`src/hw/iosad_defs.svh`:
```
`ifndef IOSAD_DEFS_SVH
`define IOSAD_DEFS_SVH
// address space limits
`define IOSAD_IO_SHORT_LAST 8'h3F
`define IOSAD_IO_BIT_LAST   8'h1F
`define IOSAD_IO_DATA_OFS   8'h20
`define IOSAD_IO_DATA_LAST  8'h5F
`define IOSAD_EXT_FIRST     8'h60
`define IOSAD_EXT_LAST      8'hFF
// local register placement, in i/o numbering
`define IOSAD_SPD_IO        8'h0E
`define IOSAD_SPS_IO        8'h0D
// status field positions
`define IOSAD_DONE_BIT      7
`define IOSAD_COLL_BIT      6
`define IOSAD_DRS_BIT       0
// reset values
`define IOSAD_SPD_RST       8'h00
`define IOSAD_SPS_RST       8'h00
`endif

```
`src/hw/iosad_pkg.sv`:
```
package iosad_pkg;
  // instruction kinds seen by the decoder
  typedef enum logic [3:0] {
    OP_IN            = 4'h0,
    OP_OUT           = 4'h1,
    OP_SET_IO_BIT    = 4'h2,
    OP_CLEAR_IO_BIT  = 4'h3,
    OP_SKIP_BIT_SET  = 4'h4,
    OP_SKIP_BIT_CLR  = 4'h5,
    OP_DATA_LOAD     = 4'h6,
    OP_DATA_STORE    = 4'h7
  } iosad_kind_e;
  // request from the core
  typedef struct packed {
    logic        valid;
    iosad_kind_e kind;
    logic [7:0]  addr;
    logic [2:0]  bit_sel;
    logic [7:0]  wdata;
  } iosad_req_s;
  // answer to the core
  typedef struct packed {
    logic       done;
    logic       err;
    logic       skip;
    logic [7:0] rdata;
  } iosad_rsp_s;
  // access toward the peripheral registers, data-space address
  typedef struct packed {
    logic       valid;
    logic       write;
    logic [7:0] addr;
    logic [7:0] wdata;
  } iosad_per_s;
  // decoder result
  typedef struct packed {
    logic       legal;
    logic [7:0] daddr;
  } iosad_dec_s;
endpackage

```
`src/hw/iosad_decode.sv`:
```
`timescale 1ns/100ps
`default_nettype none
`include "iosad_defs.svh"
module iosad_decode (
  input  wire logic              clk,
  input  wire logic              rst_b,
  input  wire logic              ce,
  input  wire iosad_pkg::iosad_req_s req,
  output var  logic              req_ready,
  output var  iosad_pkg::iosad_rsp_s rsp,
  output var  iosad_pkg::iosad_per_s per,
  input  wire logic [7:0]        per_rdata,
  input  wire logic              xfer_done_evt,
  input  wire logic              collision_evt,
  output var  logic [7:0]        serial_port_data_out,
  output var  logic              double_rate_select
);
  import iosad_pkg::*;

  // ----------------------------------------
  // decode
  // ----------------------------------------
  // map an instruction's address to data space and judge reach
  function automatic iosad_dec_s decode(input iosad_kind_e k, input logic [7:0] a);
    iosad_dec_s d;
    d.legal = 1'b0;
    d.daddr = 8'h00;
    case (k)
      OP_IN, OP_OUT: begin
        d.legal = (a <= `IOSAD_IO_SHORT_LAST);
        d.daddr = a + `IOSAD_IO_DATA_OFS;
      end
      OP_SET_IO_BIT, OP_CLEAR_IO_BIT, OP_SKIP_BIT_SET, OP_SKIP_BIT_CLR: begin
        d.legal = (a <= `IOSAD_IO_BIT_LAST);
        d.daddr = a + `IOSAD_IO_DATA_OFS;
      end
      default: begin
        // load/store reach both i/o windows, not the register file below
        d.legal = (a >= `IOSAD_IO_DATA_OFS);
        d.daddr = a;
      end
    endcase
    return d;
  endfunction

  // ----------------------------------------
  // state
  // ----------------------------------------
  typedef enum logic [1:0] {
    PH_IDLE  = 2'b00,
    PH_READ  = 2'b01,
    PH_WRITE = 2'b10
  } iosad_ph_e;

  iosad_ph_e   state, next_state;         // sequencer
  iosad_kind_e kind, next_kind;           // held instruction kind
  logic [7:0]  daddr, next_daddr;         // held data-space address
  logic [2:0]  bsel, next_bsel;           // held bit index
  logic [7:0]  wbuf, next_wbuf;           // value to write
  logic [7:0]  spd, next_spd;             // serial_port_data
  logic [7:0]  sps, next_sps;             // serial_port_status
  iosad_rsp_s  next_rsp;                  // answer
  iosad_per_s  next_per;                  // peripheral access
  logic        next_ready;                // ready to take
  iosad_dec_s  dec;                       // decode of incoming request
  logic [7:0]  rd_val;                    // current value at daddr
  logic        is_spd, is_sps;            // local register hits
  logic        do_write;                  // write lands this cycle

  assign dec    = decode(req.kind, req.addr);
  assign is_spd = (daddr == `IOSAD_SPD_IO + `IOSAD_IO_DATA_OFS);
  assign is_sps = (daddr == `IOSAD_SPS_IO + `IOSAD_IO_DATA_OFS);
  // local registers answer locally, others come from the peripheral side
  assign rd_val = is_spd ? spd : (is_sps ? sps : per_rdata);
  assign do_write = (state == PH_WRITE);

  // ----------------------------------------
  // sequencer and bus side next values
  // ----------------------------------------
  always_comb begin
    next_state = state;
    next_kind  = kind;
    next_daddr = daddr;
    next_bsel  = bsel;
    next_wbuf  = wbuf;
    next_rsp   = '0;
    next_per   = '0;
    case (state)
      PH_IDLE: begin
        if (req.valid) begin
          next_kind  = req.kind;
          next_daddr = dec.daddr;
          next_bsel  = req.bit_sel;
          next_wbuf  = req.wdata;
          if (!dec.legal) begin
            // out-of-reach access: refused at once
            next_rsp.done = 1'b1;
            next_rsp.err  = 1'b1;
          end else if (req.kind == OP_OUT || req.kind == OP_DATA_STORE) begin
            next_state    = PH_WRITE;
            next_per.valid = 1'b1;
            next_per.write = 1'b1;
            next_per.addr  = dec.daddr;
            next_per.wdata = req.wdata;
          end else begin
            next_state     = PH_READ;
            next_per.valid = 1'b1;
            next_per.addr  = dec.daddr;
          end
        end
      end
      PH_READ: begin
        case (kind)
          OP_SET_IO_BIT, OP_CLEAR_IO_BIT: begin
            // whole register read back, one bit changed, all written
            next_wbuf = rd_val;
            next_wbuf[bsel] = (kind == OP_SET_IO_BIT);
            next_state     = PH_WRITE;
            next_per.valid = 1'b1;
            next_per.write = 1'b1;
            next_per.addr  = daddr;
            next_per.wdata = next_wbuf;
          end
          OP_SKIP_BIT_SET: begin
            next_rsp.done  = 1'b1;
            next_rsp.skip  = rd_val[bsel];
            next_rsp.rdata = rd_val;
            next_state     = PH_IDLE;
          end
          OP_SKIP_BIT_CLR: begin
            next_rsp.done  = 1'b1;
            next_rsp.skip  = !rd_val[bsel];
            next_rsp.rdata = rd_val;
            next_state     = PH_IDLE;
          end
          default: begin
            // plain load or in
            next_rsp.done  = 1'b1;
            next_rsp.rdata = rd_val;
            next_state     = PH_IDLE;
          end
        endcase
      end
      PH_WRITE: begin
        next_rsp.done = 1'b1;
        next_state    = PH_IDLE;
      end
      default: next_state = PH_IDLE;
    endcase
    next_ready = (next_state == PH_IDLE);
  end

  always_ff @(posedge clk or negedge rst_b) begin
    if (!rst_b) begin
      state     <= PH_IDLE;
      kind      <= OP_IN;
      daddr     <= 8'h00;
      bsel      <= 3'h0;
      wbuf      <= 8'h00;
      rsp       <= '0;
      per       <= '0;
      req_ready <= 1'b1;
    end else if (ce) begin
      state     <= next_state;
      kind      <= next_kind;
      daddr     <= next_daddr;
      bsel      <= next_bsel;
      wbuf      <= next_wbuf;
      rsp       <= next_rsp;
      per       <= next_per;
      req_ready <= next_ready;
    end
  end

  // ----------------------------------------
  // local serial port registers
  // ----------------------------------------
  // status flags clear on a one, hold on a zero; a new event wins
  always_comb begin
    next_spd = spd;
    next_sps = sps;
    if (do_write && is_spd) begin
      next_spd = wbuf;
    end
    if (do_write && is_sps) begin
      next_sps[`IOSAD_DRS_BIT]  = wbuf[`IOSAD_DRS_BIT];
      // a written zero takes no branch, so the flag holds
      if (wbuf[`IOSAD_DONE_BIT]) begin
        next_sps[`IOSAD_DONE_BIT] = 1'b0;
      end
      if (wbuf[`IOSAD_COLL_BIT]) begin
        next_sps[`IOSAD_COLL_BIT] = 1'b0;
      end
    end
    if (xfer_done_evt) begin
      next_sps[`IOSAD_DONE_BIT] = 1'b1;
    end
    if (collision_evt) begin
      next_sps[`IOSAD_COLL_BIT] = 1'b1;
    end
  end

  always_ff @(posedge clk or negedge rst_b) begin
    if (!rst_b) begin
      spd                  <= `IOSAD_SPD_RST;
      sps                  <= `IOSAD_SPS_RST;
      serial_port_data_out <= `IOSAD_SPD_RST;
      double_rate_select   <= 1'b0;
    end else if (ce) begin
      spd                  <= next_spd;
      sps                  <= next_sps;
      serial_port_data_out <= next_spd;
      double_rate_select   <= next_sps[`IOSAD_DRS_BIT];
    end
  end
endmodule
`default_nettype wire

```
`config.mk`:
```
export PLATFORM = sky130hd
export DESIGN_NAME = iosad_decode
export DESIGN_NICKNAME = d
export VERILOG_FILES = /design/src/hw/iosad_pkg.sv /design/src/hw/iosad_decode.sv
export VERILOG_INCLUDE_DIRS = /design/src /design/src/hw
export SDC_FILE = /design/constraint.sdc
export NUM_CORES = 1
export LEC_CHECK = 0
export ABC_AREA = 1
export BUFFER_PORTS_ARGS = -buffer_cell sky130_fd_sc_hd__buf_2
export CAP_MARGIN = 0
export CORE_MARGIN = 2
export CORE_UTILIZATION = 50
export CTS_CLUSTER_DIAMETER = 80
export CTS_CLUSTER_SIZE = 24
export DETAILED_ROUTE_END_ITERATION = 8
export PLACE_DENSITY = 0.73
export SLEW_MARGIN = 30
export SYNTH_ARGS = -nofsm -noshare
export SYNTH_HDL_FRONTEND = slang
export SYNTH_SLANG_ARGS = --single-unit
export TNS_END_PERCENT = 1
```
`constraint.sdc`:
```
create_clock -name clk -period 1.7 [get_ports clk]
set_input_delay 0.34 -clock clk [delete_from_list [all_inputs] [get_ports clk]]
set_output_delay 0.34 -clock clk [all_outputs]
set_load 0.05 [all_outputs]
```
### After elaboration in Yosys (flattened, before gate mapping)

Index checks and enable logic that the tools add are counted.

| operators by class | value |
|---|---|
| add/subtract/negate cells | 1 |
| mux-type cells | 35 |
| $lt $le $gt $ge | 5 |
| reductions and logical operators | 22 |
| eq/ne operators | 16 |

Operators by type and width:

| cell | number |
|---|---|
| 2-to-1 mux 18 bit | 3 |
| 2-to-1 mux 8 bit | 6 |
| case mux 18 bit (2 select lines) | 1 |
| == test 4 x 3 -> 1 bit (second input constant) | 5 |
| case mux 9 bit (2 select lines) | 1 |
| == test 4 x 2 -> 1 bit (second input constant) | 4 |
| == test 8 x 6 -> 1 bit (second input constant) | 2 |
| case mux 8 bit (2 select lines) | 1 |
| 2-to-1 mux 2 bit | 7 |
| nonzero test 2 bit | 5 |
| 2-to-1 mux 1 bit | 9 |
| 2-to-1 mux 9 bit | 1 |
| AND reduction 3 bit | 3 |
| adder 8 x 6 -> 8 bit (second input constant) | 1 |
| bitwise mux 8 bit | 1 |
| >= comparator 8 x 6 -> 1 bit (second input constant) | 1 |
| less-or-equal comparator 8 x 5 -> 1 bit (second input constant) | 1 |
| less-or-equal comparator 8 x 6 -> 1 bit (second input constant) | 1 |
| == test 4 x 1 -> 1 bit (second input constant) | 1 |
| zero test 2 bit | 2 |
| zero test 4 bit | 1 |
| < comparator 3 x 4 -> 1 bit (second input constant) | 1 |
| case mux 2 bit (2 select lines) | 1 |
| AND reduction 2 bit | 2 |
| other kinds (15) | 18 |

| storage, ports and cells | value |
|---|---|
| word-level logic and storage cells | 97 |
| output and inout port bits | 39 |
| bits in registers | 66 |
| bits of input ports | 37 |

### Longest topological paths before layout

Gate-level depths: netlist of run 1.

| depth | value |
|---|---|
| word-level depth | 8 |
| gate-level depth with buffers | 14 |
| gate-level depth less buffers | 14 |

### Least setup slack after synthesis of run 1

No wires, ideal clock.

| path | value |
|---|---|
| path kind | register -> register |
| from | reg daddr[4] |
| to | reg rsp[8] in the netlist's numbering |
| buffers on the path | 0 |
| data required time | 1.582 ns |
| slack | 0.179 ns |
| stages on the path, launching flop included | 15 |
| arrival time | 1.404 ns |
| clock period less this slack | 1.521 ns |
| setup time | 0.118 ns |
| path through | dfrtp_1 -> inv_2 -> nand2_2 -> nor2_8 -> nand2_8 -> clkinv_8 -> nand2_1 -> nand2_1 -> nor2_1 -> nor2_2 -> nand3_1 -> nand2_1 -> nand2_1 -> nand2_1 -> nand2_1 |

| on the way | value |
|---|---|
| word-level cells in the longest chain between the ends | 8 |
| elaborated cells between the ends (all ways) | 9 |
| classes of those cells | 2 x eq/ne; 6 x mux; 1 x reduce/logical |

Ends and longest elaborated chain:

| item | RTL line | source |
|---|---|---|
| from (decl) | iosad_decode.sv:57 | `logic [7:0] daddr, next_daddr;` |
| from (signal assigned) | iosad_decode.sv:166 | `daddr <= next_daddr;` |
| == test 8 x 6 -> 1 bit (no line) | n/a |  |
| 2-to-1 mux 8 bit | iosad_decode.sv:74 | `assign rd_val = is_spd ? spd : (is_sps ? sps : per_rdata);` |
| 2-to-1 mux 8 bit * | iosad_decode.sv:74 |  |
| binary-select mux 1 bit (select 3 bit) * | iosad_decode.sv:126, iosad_decode.sv:132 |  |
| 2-to-1 mux 1 bit (not written as such) * | iosad_decode.sv:126, iosad_decode.sv:132 |  |
| zero test 1 bit | iosad_decode.sv:132 | `next_rsp.skip = !rd_val[bsel];` |
| case mux 1 bit (2 select lines) * | iosad_decode.sv:113 | `case (kind)` |
| 2-to-1 mux 9 bit * | iosad_decode.sv:88 | `case (state)` |
| to (signal assigned) | iosad_decode.sv:169 | `rsp <= next_rsp;` |
| to (decl) | iosad_decode.sv:10 | `output var iosad_pkg::iosad_rsp_s rsp,` |

Every way passes the cells marked *; elsewhere a longest branch is shown, timed or not. The select of a mux whose other input is x is not followed.
A chain may end at the register's enable or synchronous reset.

### Final worst setup path of run 1

| path | value |
|---|---|
| from | reg daddr[4] |
| to | reg wbuf[5] |

| on the way | value |
|---|---|
| word-level cells in the longest chain between the ends | 6 |
| elaborated cells between the ends (all ways) | 7 |
| classes of those cells | 2 x eq/ne; 5 x mux |

Ends and longest elaborated chain:

| item | RTL line | source |
|---|---|---|
| == test 8 x 6 -> 1 bit (no line) | n/a |  |
| 2-to-1 mux 8 bit | iosad_decode.sv:74 |  |
| 2-to-1 mux 8 bit * | iosad_decode.sv:74 |  |
| bitwise mux 8 bit * | iosad_decode.sv:117 | `next_wbuf[bsel] = (kind == OP_SET_IO_BIT);` |
| 2-to-1 mux 8 bit * | iosad_decode.sv:113 |  |
| case mux 8 bit (2 select lines) * | iosad_decode.sv:88 |  |
| to (signal assigned) | iosad_decode.sv:168 | `wbuf <= next_wbuf;` |
| to (decl) | iosad_decode.sv:59 | `logic [7:0] wbuf, next_wbuf;` |

Marks and branches as above.

==> results of run 1 <==
## what timing repair did
item / in CTS / in global routing
gates resized for setup: 3 / 36
hold buffers: 0 / 0
buffers inserted: 1 / 11
pin swaps: 1 / 13
cloned: 0 / 1
endpoints found under the setup margin: 2 / 14
## final cells by class
class,count,area share [%]
Sequential cell,66,37.4
Multi-Input combinational cell,316,37.0
Timing Repair Buffer,105,14.1
Inverter,61,5.47
Clock buffer,12,3.06
Tap cell,80,2.27
Clock inverter,4,0.454
Timing Repair inverter,1,0.198
## sequential cells by signal (all words and copies together), names as in the netlist
name / flops
rsp: 11
req_ready: 1
kind: 4
bsel: 3
spd: 8
sps: 3
wbuf: 8
state: 2
daddr: 8
per: 18
## power by group through the flow
| stage | logic [mW] | clock network [mW] | registers (mW) |
|---|---|---|---|
| 2_1_floorplan | 0.635 | 0 | 2.18 |
| 3_3_place_gp | 1.24 | 0 | 1.95 |
| 3_5_place_dp | 1.26 | 0 | 1.96 |
| 4_1_cts | 1.28 | 1.12 | 1.94 |
| 5_1_grt | 1.52 | 1.19 | 1.97 |
| 6_report | 1.38 | 1.10 | 1.94 |
## kinds of logic after synthesis
logic type / synth area share, %
AND/OR/NAND/NOR: 30.3
AO/OA/AOI/OAI: 12.9
buffers and inverters: 8.30
flip-flops: 47.7
XOR/XNOR: 0.506
adder cells (fa/ha/maj): 0.361
## per-layer routing
layer,part of all wire [%],vias up,wire [µm]
li1,-,1661,-
met1,45,1619,4200
met2,47,119,4430
met3,5.7,17,532
met4,1.9,0,180
met5,0,-,0
## cell usage after synthesis, types with 2 or more instances
cell,instances
o21ai_0,41
nand3_1,29
nor3_1,13
inv_2,10
nor2_1,12
and2_1,4
a21oi_1,10
nor2_2,2
nand2_2,13
inv_1,50
o22ai_1,4
o21ai_1,22
buf_2,4
nor2_4,2
dfrtp_1,65
o21ai_2,4
nand3_2,2
clkbuf_1,6
nand2_1,147
## worst max-delay path by stage
stage / to / cells past startpoint / startpoint / slack, ns
finish: wbuf[5]$_DFFE_PN0P_ / 10 / daddr[4]$_DFFE_PN0P_ / 0.04
CTS: per[6]$_DFFE_PN0P_ / 13 / daddr[7]$_DFFE_PN0P_ / 0.00009
floorplan: rsp[8]$_DFFE_PN0P_ / 14 / daddr[4]$_DFFE_PN0P_ / 0.18
global placement: rsp[8]$_DFFE_PN0P_ / 14 / daddr[4]$_DFFE_PN0P_ / 0.01
global route: rsp[8]$_DFFE_PN0P_ / 14 / daddr[0]$_DFFE_PN0P_ / -0.09
detailed placement: per[6]$_DFFE_PN0P_ / 13 / daddr[4]$_DFFE_PN0P_ / -0.02
==> impl_results.md, run 1 <==
- Crit-path cells: inv_2 -> nand2_4 -> nor2_8 -> nand2_8 -> buf_6 -> nand3_1 -> and2_1 -> o21ai_2 -> o21ai_1 -> o21ai_0
- Final hold vios: 2
- R2R depth: 10
- Io pins: 76
- Crit end category: flip-flop
- Buf/Inv on CP: 2
- Top FF cell, synth: dfrtp_1
- Count of cell types in the netlist: 33
- DR vias: between 3,000 and 4,000
- Die Height: around 87 µm
- Met2 Use GR: between 40% and 50%
- CTS buffer count: 9
- Starting Density: just over 50%
- Max FO, Critical Path: 6
- VDD IR-drop max: between 500 and 600 µV
- Die area: between 7000 and 8000 µm²
- Worst endpoint required time: about 1.9 ns
- Vias in the first global route: approximately 3,200
- Maxcap violations: 0
- Initial antenna violation count: 0
- H-Tree Depth: 3
- Worst path slowest cell: dfrtp_1
- Fin crit period: around 1.7 ns
- Vias/cell: 5.30
- Highest-count cells in the layout ignoring fill and taps: 140 x nand2_1, 75 x buf_2, 65 x dfrtp_1, 46 x inv_1, 40 x o21ai_0
- Clk network pwr share: roughly a quarter
- Met1 Use GR: a little over a third
- Startpoint type of the worst setup path: flip-flop
- Syn_nets: slightly below 500
- Setup CP Type: flip-flop to flip-flop
- Number of synthesized register bits: 66
- Non-filler cells, final: approximately 650
- Largest net degree at the start of global routing: 67
- Fin Hold WS: -0.00525 ns
- DR DRC count: 0
- Clock Path Buffers: 2
- Mapped Avg Cell Area: 7.63 µm²
- GR peak layer: met2
- Mapped Area: 3470 µm²
- Pwr Density: about 1000 nW/µm²
- Met3 Use GR: 5.02%
- Final ANT Viol Nets: 0
- Comb pwr share: between 30% and 40%
- Power share of the sequential group: a little over two fifths
- R2r startpoint: daddr[4]$_DFFE_PN0P_
- Period Utilization, post-route: 97.8%
- Setup TNS: 0 ns
- Switch share: ~37%
- Synth Instances: roughly 450
- RSZ-0062 raised after global routing: yes
- Tightest Pin Transition: ~0.54 ns
- Cell internal pwr: between 2 and 3 mW
- Hold Path Class: input pin to async pin
- Number of flops mapped to enable cells by yosys: 0
- Synth Warn #: 0
- DP Worst Slack: -0.0212 ns
- All-Layer GR Usage: 25.5%
- Reg2reg end: wbuf[5]$_DFFE_PN0P_
- Clk_skew: between 0.01 and 0.015 ns
- Reg area: about 1700 µm²
- Yosys top cell area share: 46.9%
- Static leakage: around 2.4 nW
- Fraction of registers with async set/reset: between 90% and 100%
- Multi-input logic area: about 1600 µm²
- Clock Sinks: 66
- Final setup violation count: 0
- # rows: 30
- Crit-path leading delay family: simple AND/OR/NAND/NOR gates
- Worst skew pair latency: ~0.35 ns
- Most common cell after layout, fill and taps aside: nand2_1
- Global-route wire length before repair: between 10,000 and 15,000 µm
- Ranking of synthesized cells by area: dfrtp_1 47%, nand2_1 16%, o21ai_0 5.9%
- CTS root buffer: clkbuf_8
- Core area: between 6000 and 7000 µm²
- CTS tree: yes
- Layout cells sized above 1: between 30% and 40%
- Failing checks: negative hold slack
- DRT Pass-1 Iters: 5
- CP peak stage delay: roughly 0.39 ns
- Highest clock rate: roughly 0.60 GHz
- Slew HR: 63.5%
- Clock slew at reported path FFs: 0.08 ns
- Fin area: between 4000 and 5000 µm²
- Area growth syn-to-layout: 27.4%
- RePlAce Congestion: around 0.88
- Sequential share of the synthesized area: between 40% and 50%
- Worst Slack Setup Final: 0.0367 ns
- Post-DP HPWL: roughly 6800 µm
- Yosys top cell by area: dfrtp_1
- Fillers: ~630
- Width of the die: ~87 µm
- N_diodes: 0
- Dpl cells: just over 600
- WL per Instance: 14.5 µm
- Pins over their slew limit: 0
- Outcome: complete, but fails checks
- Port bufs: 75
- Iter 0 DRT Violations: roughly 250
- CP arrival: 1.89 ns
- GR Overflow Total: 0
- Total power: 4.42 mW
- Post-DP Area: between 4000 and 5000 µm²
- Routed Wire Length: 9340 µm
- Final Core Density: about two thirds
- Net switching power figure: 1.65 mW
- Final nets: 598
- Setup slack, reg-to-reg: 0.04 ns
Note: power is estimated with default switching activity, not from simulation.
==> run 2, diff against run 1 <==
Settings changed: BUFFER_PORTS_ARGS -buffer_cell sky130_fd_sc_hd__buf_2 to -buffer_cell sky130_fd_sc_hd__buf_4, CORE_UTILIZATION 50 to 33, PLACE_DENSITY 0.73 to 0.52, REMOVE_ABC_BUFFERS set to 1.
==> impl_results.md, run 2 (same netlist as run 1, synthesis figures left out) <==
- Outcome: finished clean
- Fin crit period: 1.68 ns (+0.0182 ns)
- Most common cell after layout, fill and taps aside: nand2_1
- Startpoint type of the worst setup path: flip-flop
- Crit end category: flip-flop
- R2r startpoint: daddr[4]$_DFFE_PN0P_
- Width of the die: 106 µm (+22%)
- Final setup violation count: 0 (unchanged)
- Period Utilization, post-route: 98.9% (+1.1 points)
- N_diodes: 0 (unchanged)
- All-Layer GR Usage: 18.1% (-7.5 points)
- Max FO, Critical Path: 6 (unchanged)
- Fin Hold WS: 0.211 ns (+0.216 ns)
- Net switching power figure: 1.67 mW (+1.3%)
- CTS root buffer: clkbuf_8
- Tightest Pin Transition: 0.510 ns (-0.0328 ns)
- Clock slew at reported path FFs: 0.07 ns (about the same)
- Vias in the first global route: 3,287 (+4.3%)
- Non-filler cells, final: 694 (+7.6%)
- Iter 0 DRT Violations: 114 (-55%)
- Clk network pwr share: 28.2% (+3.4 points)
- Maxcap violations: 0 (unchanged)
- Comb pwr share: 30.0% (-1.2 points)
- Worst endpoint required time: 1.93 ns (about the same)
- Setup TNS: 0 ns (unchanged)
- Highest-count cells in the layout ignoring fill and taps: 141 x nand2_1, 94 x buf_4, 65 x dfrtp_1, 46 x inv_1, 39 x o21ai_0
- Switch share: 35.9% (-1.5 points)
- Routed Wire Length: 9960 µm (+6.6%)
- Clk_skew: 0.0103 ns (-0.00365 ns)
- Total power: 4.66 mW (+5.4%)
- Leading registers by flop count: per: 18 flops, rsp: 11 flops
- Post-DP Area: 4280 µm² (+5.9%)
- CTS buffer count: 9 (unchanged)
- Die area: 11,300 µm² (+49%)
- Most used cell, CP: o21ai_2
- Final Core Density: 45.2% (-20 points)
- Fin area: 4650 µm² (+5.3%)
- Crit-path cells: inv_2 -> nand2_4 -> nor2_8 -> nand2_8 -> buf_6 -> nand3_1 -> and2_4 -> o21ai_2 -> o21ai_2 -> o21ai_1
- Starting Density: 33.7% (-18 points)
- Global-route wire length before repair: 16,000 µm (+6.7%)
- Slew HR: 65.7% (+2.2 points)
- Setup slack, reg-to-reg: 0.02 ns (-0.02 ns)
- Final ANT Viol Nets: 0 (unchanged)
- Static leakage: 2.43 nW (+0.38%)
- DP Worst Slack: -0.0436 ns (-0.0223 ns)
- Worst Slack Setup Final: 0.0186 ns (-0.0182 ns)
- Reg2reg end: wbuf[4]$_DFFE_PN0P_
- Setup CP Type: flip-flop to flip-flop
- GR Overflow Total: 0 (unchanged)
- Io pins: 76 (unchanged)
- Power share of the sequential group: 41.8% (-2.2 points)
- Port bufs: 75 (unchanged)
- Core area: 10,300 µm² (+52%)
- Vias/cell: 4.76 (-10%)
- Dpl cells: 668 (+8.4%)
- CP arrival: 1.91 ns (+0.02 ns)
- CTS tree: yes
- # rows: 37 (+23%)
- DR vias: 3,301 (-3.4%)
- Initial antenna violation count: 0 (unchanged)
- Layout cells sized above 1: 32.3% (-1.5 points)
- R2R depth: 10 (unchanged)
- WL per Instance: 14.3 µm (-0.95%)
- Cell internal pwr: 2.99 mW (+7.8%)
- DRT Pass-1 Iters: 4 (-1)
- CP peak stage delay: 0.39 ns (about the same)
- Worst path slowest cell: dfrtp_1
- Pins over their slew limit: 0 (unchanged)
- Worst hold stages: 3
- Pwr Density: 1000 nW/µm² (+0.10%)
- RePlAce Congestion: 0.868 (-1.4%)
- Final nets: 591 (-1.2%)
- Top reg by flops: per
- Largest net degree at the start of global routing: 31 (-54%)
- DR DRC count: 0 (unchanged)
- VDD IR-drop max: 441 µV (-16%)
- Clock Sinks: 66 (unchanged)
- Area growth syn-to-layout: 34.1%
- Highest clock rate: 0.595 GHz (-1.1%)
- Die Height: 106 µm (+22%)
- Post-DP HPWL: 7440 µm (+8.6%)
- RSZ-0062 raised after global routing: yes
- Worst skew pair latency: 0.34 ns (about the same)
- H-Tree Depth: 3 (unchanged)
- Clock Path Buffers: 2 (unchanged)
- Largest register FFs: 18 (unchanged)
- Hold Path End: sps[6]$_DFFE_PN0P_
- HP Start: collision_evt
- Hold Path Class: input pin to flip-flop
- Final hold vios: 0 (-2)
==> run 2: area by class of cell <==
type	count	area [µm²]
clock inverter	3	40.0
sequential	66	1650
clock buffer	13	149
timing repair inverter	1	8.76
tap	136	170
timing repair buffer	98	767
inverter	61	241
multi-input combinational	316	1620
fill	1083	5630
==> run 2: power groups by stage <==
stage,logic [mW],clock network (mW),registers [mW]
after floorplan,0.618,0,2.18
after global placement,1.32,0,1.96
after detailed placement,1.33,0,1.97
after CTS,1.35,1.36,1.94
after global routing,1.54,1.42,1.97
final,1.40,1.32,1.95
==> run 2: timing repair <==
item / in CTS / in global routing
gates resized for setup: 4 / 31
cloned: 1 / 0
hold endpoints to repair: 17 / 0
hold buffers: 1 / 0
setup buffers: 4 / 4
pin swaps: 6 / 12
setup endpoints to repair: 1 / 14
==> run 2: metal layers <==
metal | up-vias | track usage [%] | part of all wire, %
met1 | 1555 | 22.4 | 44
met2 | 86 | 31.4 | 50
met3 | 16 | 3.49 | 4.4
li1 | 1644 | - | -
met5 | - | 0 | 0
met4 | 0 | 6.22 | 1.6
==> run 2: worst max path at each step <==
stage | startpoint | end | slack (ns) | depth (start not counted)
after CTS | daddr[0]$_DFFE_PN0P_ | rsp[8]$_DFFE_PN0P_ | 0.0009 | 14
final | daddr[4]$_DFFE_PN0P_ | wbuf[4]$_DFFE_PN0P_ | 0.02 | 10
after global placement | daddr[0]$_DFFE_PN0P_ | rsp[8]$_DFFE_PN0P_ | -0.04 | 14
after global routing | daddr[0]$_DFFE_PN0P_ | rsp[8]$_DFFE_PN0P_ | -0.13 | 14
after floorplan | state[0]$_DFFE_PN0P_ | per[12]$_DFFE_PN0P_ | 0.05 | 8
after detailed placement | daddr[4]$_DFFE_PN0P_ | rsp[8]$_DFFE_PN0P_ | -0.04 | 14
==> run 2: critical path, delay by kind of cell (launching register included) <==
family	cells	cell delay, ns
AO/OA/AOI/OAI	3	0.31
buffers and inverters	2	0.24
flip-flops	1	0.39
AND/OR/NAND/NOR	5	0.61
